[src/port_queue_lookup_consts.vh]
// register offsets, field positions, reset values and encodings for the port queue and lookup control block
`ifndef PORT_QUEUE_LOOKUP_CONSTS_VH
`define PORT_QUEUE_LOOKUP_CONSTS_VH
// register offsets within the port window (low 12 bits)
`define OFS_CONGESTION_DROP_CONTROL 12'ha00
`define OFS_FORWARD_MEMBERSHIP_MASK 12'ha04
`define OFS_TX_QUEUE_BLOCK_USAGE 12'ha10
`define OFS_LOOKUP_OPTIONS 12'hb00
// reset values
`define RST_CONGESTION_DROP_CONTROL 2'h0
`define RST_FORWARD_MEMBERSHIP_MASK 7'h7f
`define RST_LOOKUP_OPTIONS 8'h00
// drop mode encodings
`define DROP_MODE_NONE 2'h0
`define DROP_MODE_PRIO0 2'h1
`define DROP_MODE_PRIO1 2'h2
`define DROP_MODE_PRIO2 2'h3
// lookup option bit positions
`define BIT_NULL_VID_LOOKUP 7
`define BIT_INGRESS_VLAN_FILTER 6
`define BIT_DISCARD_NON_DEFAULT_VID 5
`define BIT_MAC_8021X 4
`define BIT_SELF_ADDR_FILTER 3
`define BIT_LOOKUP_RESERVED_RW 1
// writable mask of the lookup options register (bits 2 and 0 read-only zero)
`define LOOKUP_OPTIONS_WMASK 8'hfa
`endif

[src/ingress_lookup_decide.v]
// combinational ingress lookup decision for one received frame on this port
`include "port_queue_lookup_consts.vh"
module ingress_lookup_decide
#(
    parameter VID_W = 12,
    parameter NPORT = 7
)
(
    // lookup options from the register file
    input wire [7:0] options,
    input wire global_self_addr_en,
    input wire [VID_W-1:0] port_default_vlan_id,
    // frame attributes
    input wire frame_tagged,
    input wire [VID_W-1:0] frame_vid,
    input wire [47:0] frame_src_mac,
    input wire [47:0] switch_mac,
    input wire [NPORT-1:0] vlan_members,
    input wire [NPORT-1:0] ingress_port_onehot,
    // results
    output reg [VID_W-1:0] vlan_lookup_key,
    output reg discard,
    output wire mac_8021x_en
)
;
    // authentication choice is a plain level for the lookup engine
    assign mac_8021x_en = options[`BIT_MAC_8021X];

    // key selection and discard reasons
    always @*
    begin
        // null vid on a tagged frame: zero or the port default
        if (frame_tagged && frame_vid == {VID_W{1'b0}} && !options[`BIT_NULL_VID_LOOKUP])
        begin
            vlan_lookup_key = port_default_vlan_id;
        end
        else
        begin
            vlan_lookup_key = frame_vid;
        end
        discard = 1'b0;
        // ingress membership check
        if (options[`BIT_INGRESS_VLAN_FILTER] && ((vlan_members & ingress_port_onehot) == {NPORT{1'b0}}))
        begin
            discard = 1'b1;
        end
        // strict default vid match
        if (options[`BIT_DISCARD_NON_DEFAULT_VID] && frame_vid != port_default_vlan_id)
        begin
            discard = 1'b1;
        end
        // self-address only with both enables
        if (options[`BIT_SELF_ADDR_FILTER] && global_self_addr_en && frame_src_mac == switch_mac)
        begin
            discard = 1'b1;
        end
    end
endmodule

[src/port_queue_lookup_control.v]
// per-port queue management and address lookup control registers with their decisions
// What this block does
// - mode 00: no drop, flow control when congested
// - modes 01-11 drop low priorities, no flow control
// - seven-bit forward mask, reset ones, blocks ports
// - forward mask ignores vlan tags and table
// - read-only live eleven-bit transmit block count
// - null vid lookup key: zero or default
// - ingress vlan filter discards non-member frames
// - discard frames whose vid differs from default
// - bit enables mac based 802.1x authentication
// - drop frames whose source equals switch mac
// - self filtering needs port and global enables

// one copy of these registers per switch port; the switch repeats it per port
// register access is a plain strobe pair; reads answer one edge after the strobe
// every decision output lags its inputs by one clock so all outputs leave flops
// limitation: no byte lanes, every access moves a whole 32-bit word
`include "port_queue_lookup_consts.vh"
module port_queue_lookup_control
#(
    parameter NPORT = 7,
    parameter VID_W = 12,
    parameter TXQ_W = 11
)
(
    // clock and reset
    input wire CLK_SYS,
    input wire RESETN,
    // register access port, one word per access
    input wire REG_WR,
    input wire REG_RD,
    input wire [11:0] REG_ADDR,
    input wire [31:0] REG_WDATA,
    output reg [31:0] REG_RDATA,
    output reg REG_RVALID,
    // queue manager inputs
    input wire [TXQ_W-1:0] TX_QUEUE_BLOCK_COUNT,
    input wire DEST_CONGESTED,
    input wire [1:0] FRAME_PRIORITY,
    input wire [NPORT-1:0] FORWARD_CANDIDATES,
    // lookup inputs
    input wire GLOBAL_SELF_ADDR_EN,
    input wire [VID_W-1:0] PORT_DEFAULT_VLAN_ID,
    input wire FRAME_TAGGED,
    input wire [VID_W-1:0] FRAME_VID,
    input wire [47:0] FRAME_SRC_MAC,
    input wire [47:0] SWITCH_MAC,
    input wire [NPORT-1:0] VLAN_MEMBERS,
    input wire [NPORT-1:0] INGRESS_PORT_ONEHOT,
    // queue manager results
    output reg FLOW_CONTROL_REQ,
    output reg CONGESTION_DROP,
    output reg [NPORT-1:0] FORWARD_PORTS,
    // lookup results
    output reg [VID_W-1:0] VLAN_LOOKUP_KEY,
    output reg LOOKUP_DISCARD,
    output reg MAC_8021X_EN
)
;
    // software-visible state
    // reserved read-only option bits are forced to zero on every write
    reg [1:0] drop_mode_reg;
    reg [NPORT-1:0] fwd_mask_reg;
    reg [7:0] lookup_opts_reg;

    // decision wires from the lookup helper
    wire [VID_W-1:0] key_w;
    wire discard_w;
    wire dot1x_w;

    // drop threshold test: true when priority is at or below the mode cutoff
    // only consulted when a destination is congested
    function drop_hit;
        input [1:0] mode;
        input [1:0] prio;
        begin
            // 01 drops prio 0, 10 drops 0-1, 11 drops 0-2
            // the subtraction cannot wrap: mode 00 is ruled out first
            drop_hit = (mode != `DROP_MODE_NONE) && (prio <= mode - 2'h1);
        end
    endfunction

    // lookup decision logic kept separate so it can be reused per port
    // one helper instance; a multi-port build would repeat it
    ingress_lookup_decide #(
        .VID_W(VID_W),
        .NPORT(NPORT)
    ) u_decide (
        .options(lookup_opts_reg),
        // the global enable gates self filtering together with bit 3
        .global_self_addr_en(GLOBAL_SELF_ADDR_EN),
        .port_default_vlan_id(PORT_DEFAULT_VLAN_ID),
        .frame_tagged(FRAME_TAGGED),
        .frame_vid(FRAME_VID),
        .frame_src_mac(FRAME_SRC_MAC),
        .switch_mac(SWITCH_MAC),
        .vlan_members(VLAN_MEMBERS),
        .ingress_port_onehot(INGRESS_PORT_ONEHOT),
        // raw results, registered in the decision process below
        .vlan_lookup_key(key_w),
        .discard(discard_w),
        .mac_8021x_en(dot1x_w)
    );

    // register writes; unlisted and read-only addresses are ignored
    // a read one cycle after a write already sees the new value
    always @(posedge CLK_SYS or negedge RESETN)
    begin
        if (!RESETN)
        begin
            // power-on values of the writable fields
            drop_mode_reg <= `RST_CONGESTION_DROP_CONTROL;
            fwd_mask_reg <= `RST_FORWARD_MEMBERSHIP_MASK;
            lookup_opts_reg <= `RST_LOOKUP_OPTIONS;
        end
        else if (REG_WR)
        begin
            // address decoded on the low twelve bits only
            case (REG_ADDR)
                `OFS_CONGESTION_DROP_CONTROL:
                begin
                    // upper bits are reserved and dropped on write
                    drop_mode_reg <= REG_WDATA[1:0];
                end
                `OFS_FORWARD_MEMBERSHIP_MASK:
                begin
                    // bit k gates destination port k+1
                    fwd_mask_reg <= REG_WDATA[NPORT-1:0];
                end
                `OFS_LOOKUP_OPTIONS:
                begin
                    // bits 2 and 0 are read-only zero
                    lookup_opts_reg <= REG_WDATA[7:0] & `LOOKUP_OPTIONS_WMASK;
                end
                default:
                begin
                    // unmapped offsets land here as well
                    // block count register is read-only
                    drop_mode_reg <= drop_mode_reg;
                end
            endcase
        end
    end

    // read path, answered one cycle after the strobe
    // the count is passed straight through: a stored copy would lag a cycle
    always @(posedge CLK_SYS or negedge RESETN)
    begin
        if (!RESETN)
        begin
            REG_RDATA <= 32'h0000_0000;
            REG_RVALID <= 1'b0;
        end
        else
        begin
            // valid follows the strobe by exactly one edge
            REG_RVALID <= REG_RD;
            if (REG_RD)
            begin
                // read data holds until the next read strobe
                case (REG_ADDR)
                    `OFS_CONGESTION_DROP_CONTROL:
                    begin
                        // drop mode sits in the low two bits
                        REG_RDATA <= {30'h0, drop_mode_reg};
                    end
                    `OFS_FORWARD_MEMBERSHIP_MASK:
                    begin
                        // reserved upper bits read as zero
                        REG_RDATA <= {{(32-NPORT){1'b0}}, fwd_mask_reg};
                    end
                    `OFS_TX_QUEUE_BLOCK_USAGE:
                    begin
                        // live value, not the one-cycle-old copy
                        REG_RDATA <= {{(32-TXQ_W){1'b0}}, TX_QUEUE_BLOCK_COUNT};
                    end
                    `OFS_LOOKUP_OPTIONS:
                    begin
                        // bits 2 and 0 are held at zero by the write path
                        REG_RDATA <= {24'h0, lookup_opts_reg};
                    end
                    default:
                    begin
                        // unmapped reads return zero
                        REG_RDATA <= 32'h0000_0000;
                    end
                endcase
            end
        end
    end

    // queue manager and lookup decisions, registered
    // registering here keeps every top-level output straight from a flop
    always @(posedge CLK_SYS or negedge RESETN)
    begin
        if (!RESETN)
        begin
            // nothing paused, dropped or forwarded during reset
            FLOW_CONTROL_REQ <= 1'b0;
            CONGESTION_DROP <= 1'b0;
            FORWARD_PORTS <= {NPORT{1'b0}};
            VLAN_LOOKUP_KEY <= {VID_W{1'b0}};
            LOOKUP_DISCARD <= 1'b0;
            MAC_8021X_EN <= 1'b0;
        end
        else
        begin
            // flow control only in the no-drop mode
            FLOW_CONTROL_REQ <= DEST_CONGESTED && (drop_mode_reg == `DROP_MODE_NONE);
            // drop only when congested and at or below the cutoff
            CONGESTION_DROP <= DEST_CONGESTED && drop_hit(drop_mode_reg, FRAME_PRIORITY);
            // mask applied with no regard to vlan state
            FORWARD_PORTS <= FORWARD_CANDIDATES & fwd_mask_reg;
            // lookup results trail the frame fields by one clock
            VLAN_LOOKUP_KEY <= key_w;
            LOOKUP_DISCARD <= discard_w;
            // 802.1x choice is a level for the lookup engine
            MAC_8021X_EN <= dot1x_w;
        end
    end
endmodule

[config.mk]
export PLATFORM = sky130hd
export DESIGN_NAME = port_queue_lookup_control
export DESIGN_NICKNAME = d
export VERILOG_FILES = /design/src/ingress_lookup_decide.v /design/src/port_queue_lookup_control.v
export VERILOG_INCLUDE_DIRS = /design/src
export SDC_FILE = /design/constraint.sdc
export NUM_CORES = 1
export LEC_CHECK = 0
export BUFFER_PORTS_ARGS = -buffer_cell sky130_fd_sc_hd__buf_2
export CORE_AREA = 5 5 97 99
export DETAILED_ROUTE_END_ITERATION = 8
export DIE_AREA = 0 0 102 104
export GPL_TIMING_DRIVEN = 0
export HOLD_SLACK_MARGIN = 0.03
export PLACE_DENSITY = 0.77
export SLEW_MARGIN = 20
export SYNTH_ARGS = -nofsm -noshare
export SYNTH_HDL_FRONTEND = slang
export SYNTH_SLANG_ARGS = --single-unit
[constraint.sdc]
create_clock -name CLK_SYS -period 1.95 [get_ports CLK_SYS]
set_input_delay 0.195 -clock CLK_SYS [delete_from_list [all_inputs] [get_ports CLK_SYS]]
set_output_delay 0.195 -clock CLK_SYS [all_outputs]
set_load 0.02 [all_outputs]
==> impl_metrics.csv <==
group,metric,value,unit
layout,synthToLayoutAreaGrowth,46.80,%
clocking,ctsHoldBuffers,1,
hold_path,hp-start,"FORWARD_CANDIDATES[0]",
layout,final_cell_mix,"buf_2 (213), dfrtp_1 (43), xor2_1 (28)",
die,die_h,104,um
route,vias,3011,
setup_path,r2r_slack,0.42,ns
setup_path,end_kind,"register",
sta,finalHoldViolCount,0,
sta,fin_skew,0.005450,ns
power,p_total,2.348,mW
global_routing,grt_pass1_vias,3399,
sta,rsz0062_at_grt,"no",
setup_path,path_buf_inv,1,
route,drc,0,
sta,period_share,0.7838,
yosys,synth_top_family_by_area,"simple AND/OR/NAND/NOR gates",
placement,io_buffers,214,
clocking,cts_tree,"done",
yosys,synth_ff_type,"dfrtp_1",
global_routing,grt_antenna_before_repair,3,
layout,largest_reg_flops,12,
setup_path,required,2.19,ns
placement,place_congestion,0.8543,
setup_path,critPathMaxFanout,10,
yosys,synth_compound_area_frac,0.1164,
yosys,synth-edff-count,0,
layout,top_register,"VLAN_LOOKUP_KEY",
outcome,run_status,"finished, final reports clean",
route,wl_per_cell,15.87,um
layout,mostFrequentLayoutCell,"buf_2",
yosys,yosysSeqAreaShare,0.4156,
placement,dpl.hpwl,8969,um
setup_path,crit_chain,"nor4_1 -> nand2_1 -> nor4_2 -> buf_4 -> a21o_1",
route,drtPass1Iterations,4,
setup_path,arrival,1.77,ns
layout,finalInstanceArea,4451,um^2
layout,instances_no_fill,646,
route,drt-initial-drc-count,83,
setup_path,criticalPathCategory,"register to register",
power,ir_drop,296.1,uV
sta,fin_crit,1.528,ns
setup_path,max_stage_delay,0.43,ns
yosys,synth_cell_types,43,
layout,nets,743,
power,p_leak,2.439,nW
sta,max-slew-margin-rel,0.5629,
yosys,synthXorXnorAreaFrac,0.1416,
yosys,async_flop_share,1.000,
sta,drv_slew,0,
layout,drive_gt1_frac,0.5037,
yosys,yosys.area_share.simple,0.1601,
clocking,cts_inserted_buffers,5,
yosys,post_synth.cell_area_avg,10.38,um^2
hold_path,holdPathStages,2,
setup_path,r2r_end,"VLAN_LOOKUP_KEY[10]$_DFF_PN0_",
clocking,cts.sinks,50,
route,viasPerCell,4.661,
route,ant_nets,0,
global_routing,grt_max_degree,51,
placement,dp_cells,634,
clocking,root_buffer,"clkbuf_8",
hold_path,holdCritPathClass,"primary input to register",
setup_path,path_delay_family,"simple AND/OR/NAND/NOR gates",
placement,dpl_cell_area,4313,um^2
die,die_width,102,um
power,power_density,527.6,nW/um^2
yosys,yosys.area_share.adder,0.01238,
yosys,yosysWarningCount,0,
yosys,ys_ff_latch,50,
setup_path,rr_worst_depth,5,
hold_path,hold_end,"FORWARD_PORTS[0]$_DFF_PN0_",
clocking,postCtsResizedCells,0,
die,start_util,0.3581,
layout,top_regs,"VLAN_LOOKUP_KEY (12), REG_RDATA (11)",
sta,fin_setup_tns,0,ns
clocking,clk_path_buf_depth,2,
global_routing,grt_pass1_wl,15930,um
die,io_pins,261,
clocking,cts_htree_levels,2,
flow_run,cap_violations,0,
route,wl,10250,um
sta,finalSetupViolCount,0,
global_routing,grt_usage,0.1873,
clocking,clk_pin_slew,0.09,ns
die,core.rowCount,34,
sta,max_freq,654.2,MHz
die,die_area,10610,um^2
setup_path,slowest_stage,"dfrtp_1",
clocking,cts_setup_buffers,0,
setup_path,cp-start-kind,"register",
sta,worstMarginPinSlew,0.6557,ns
die,core_area,8466,um^2
yosys,synth_mux_area_frac,0.06975,
yosys,synthCells,292,
global_routing,grt.overflow.total,0,
setup_path,cp_num_cells,5,
clocking,clk-insertion-delay-late,0.30,ns
yosys,synth_area,3032,um^2
setup_path,reg2reg_from,"lookup_opts_reg[7]$_DFFE_PN0P_",
-- worst max-delay path by stage --
stage,from,to,slack (ns)
2_1_floorplan,REG_ADDR[10],lookup_opts_reg[1]$_DFFE_PN0P_,0.44
3_3_place_gp,REG_ADDR[10],lookup_opts_reg[7]$_DFFE_PN0P_,0.22
3_5_place_dp,REG_ADDR[10],lookup_opts_reg[4]$_DFFE_PN0P_,0.19
4_1_cts,lookup_opts_reg[7]$_DFFE_PN0P_,VLAN_LOOKUP_KEY[6]$_DFF_PN0_,0.39
5_1_grt,lookup_opts_reg[7]$_DFFE_PN0P_,VLAN_LOOKUP_KEY[6]$_DFF_PN0_,0.28
6_report,lookup_opts_reg[7]$_DFFE_PN0P_,VLAN_LOOKUP_KEY[10]$_DFF_PN0_,0.42
-- where the power goes --
group | switching, mW | internal [mW] | total, mW
Clock | 0.342 | 0.383 | 0.725
Combinational | 0.278 | 0.275 | 0.554
Sequential | 0.00876 | 1.06 | 1.07
Total | 0.630 | 1.72 | 2.35
-- cell families (layout without fill, tap and decap cells) --
| family | count (synthesis) | in the layout |
|---|---|---|
| other cells | 1 | 23 |
| simple gates | 78 | 78 |
| compound gates | 49 | 49 |
| flops | 50 | 50 |
| mux | 17 | 17 |
| buf+inv | 45 | 269 |
| xor+xnor | 49 | 49 |
| fa+ha+maj | 3 | 3 |
-- synth_stat cells (all sizes together) (4+ instances only) --
| library cell | n | area (um^2) |
|---|---|---|
| mux2 | 15 | 191.4 |
| xor2 | 28 | 245.2 |
| a221oi | 7 | 61.31 |
| nand4 | 7 | 43.79 |
| buf | 23 | 168.9 |
| dfrtp | 43 | 1076 |
| o21ai | 7 | 35.03 |
| a22o | 4 | 35.03 |
| nand2 | 12 | 52.55 |
| inv | 20 | 75.07 |
| nor4 | 12 | 81.33 |
| xnor2 | 21 | 183.9 |
| a21oi | 5 | 25.02 |
| a211oi | 4 | 30.03 |
| nand3 | 6 | 30.03 |
| nor2 | 16 | 60.06 |
| a21o | 12 | 90.09 |
| and2 | 8 | 50.05 |
| o22ai | 4 | 25.02 |
| dfstp | 7 | 183.9 |
-- area by class of cell --
cell class	instances	area, um^2
repair buffers	216	1094
clock inverters	2	37.54
plain buffers	25	176.4
inverters	20	75.07
clock buffers	6	72.57
diodes	2	5.005
fillers	808	4015
flip-flops and latches	50	1260
multi-input cells	217	1595
well taps	108	135.1
-- metal layers --
layer	wire, um	part of all wire	GRT usage	up-vias
met5	13	0.0013	0	-
met4	214	0.021	0.05342	2
met3	952	0.093	0.05097	17
met2	5595	0.55	0.3561	138
li1	-	-	-	1475
met1	3476	0.34	0.1951	1379
-- metrics by stage --
stage | setup WS (ns) | util | hold WS [ns]
after floorplan | 0.4356 | - | -0.1006
after global placement | 0.2222 | 0.5095 | 0.3189
after detailed placement | 0.1881 | 0.5095 | 0.3261
after CTS | 0.3947 | 0.5236 | 0.09841
after global routing | 0.2815 | 0.5257 | 0.09746
final | 0.4215 | 0.5257 | 0.1066
No activity file was read; power rests on OpenSTA's default activity.
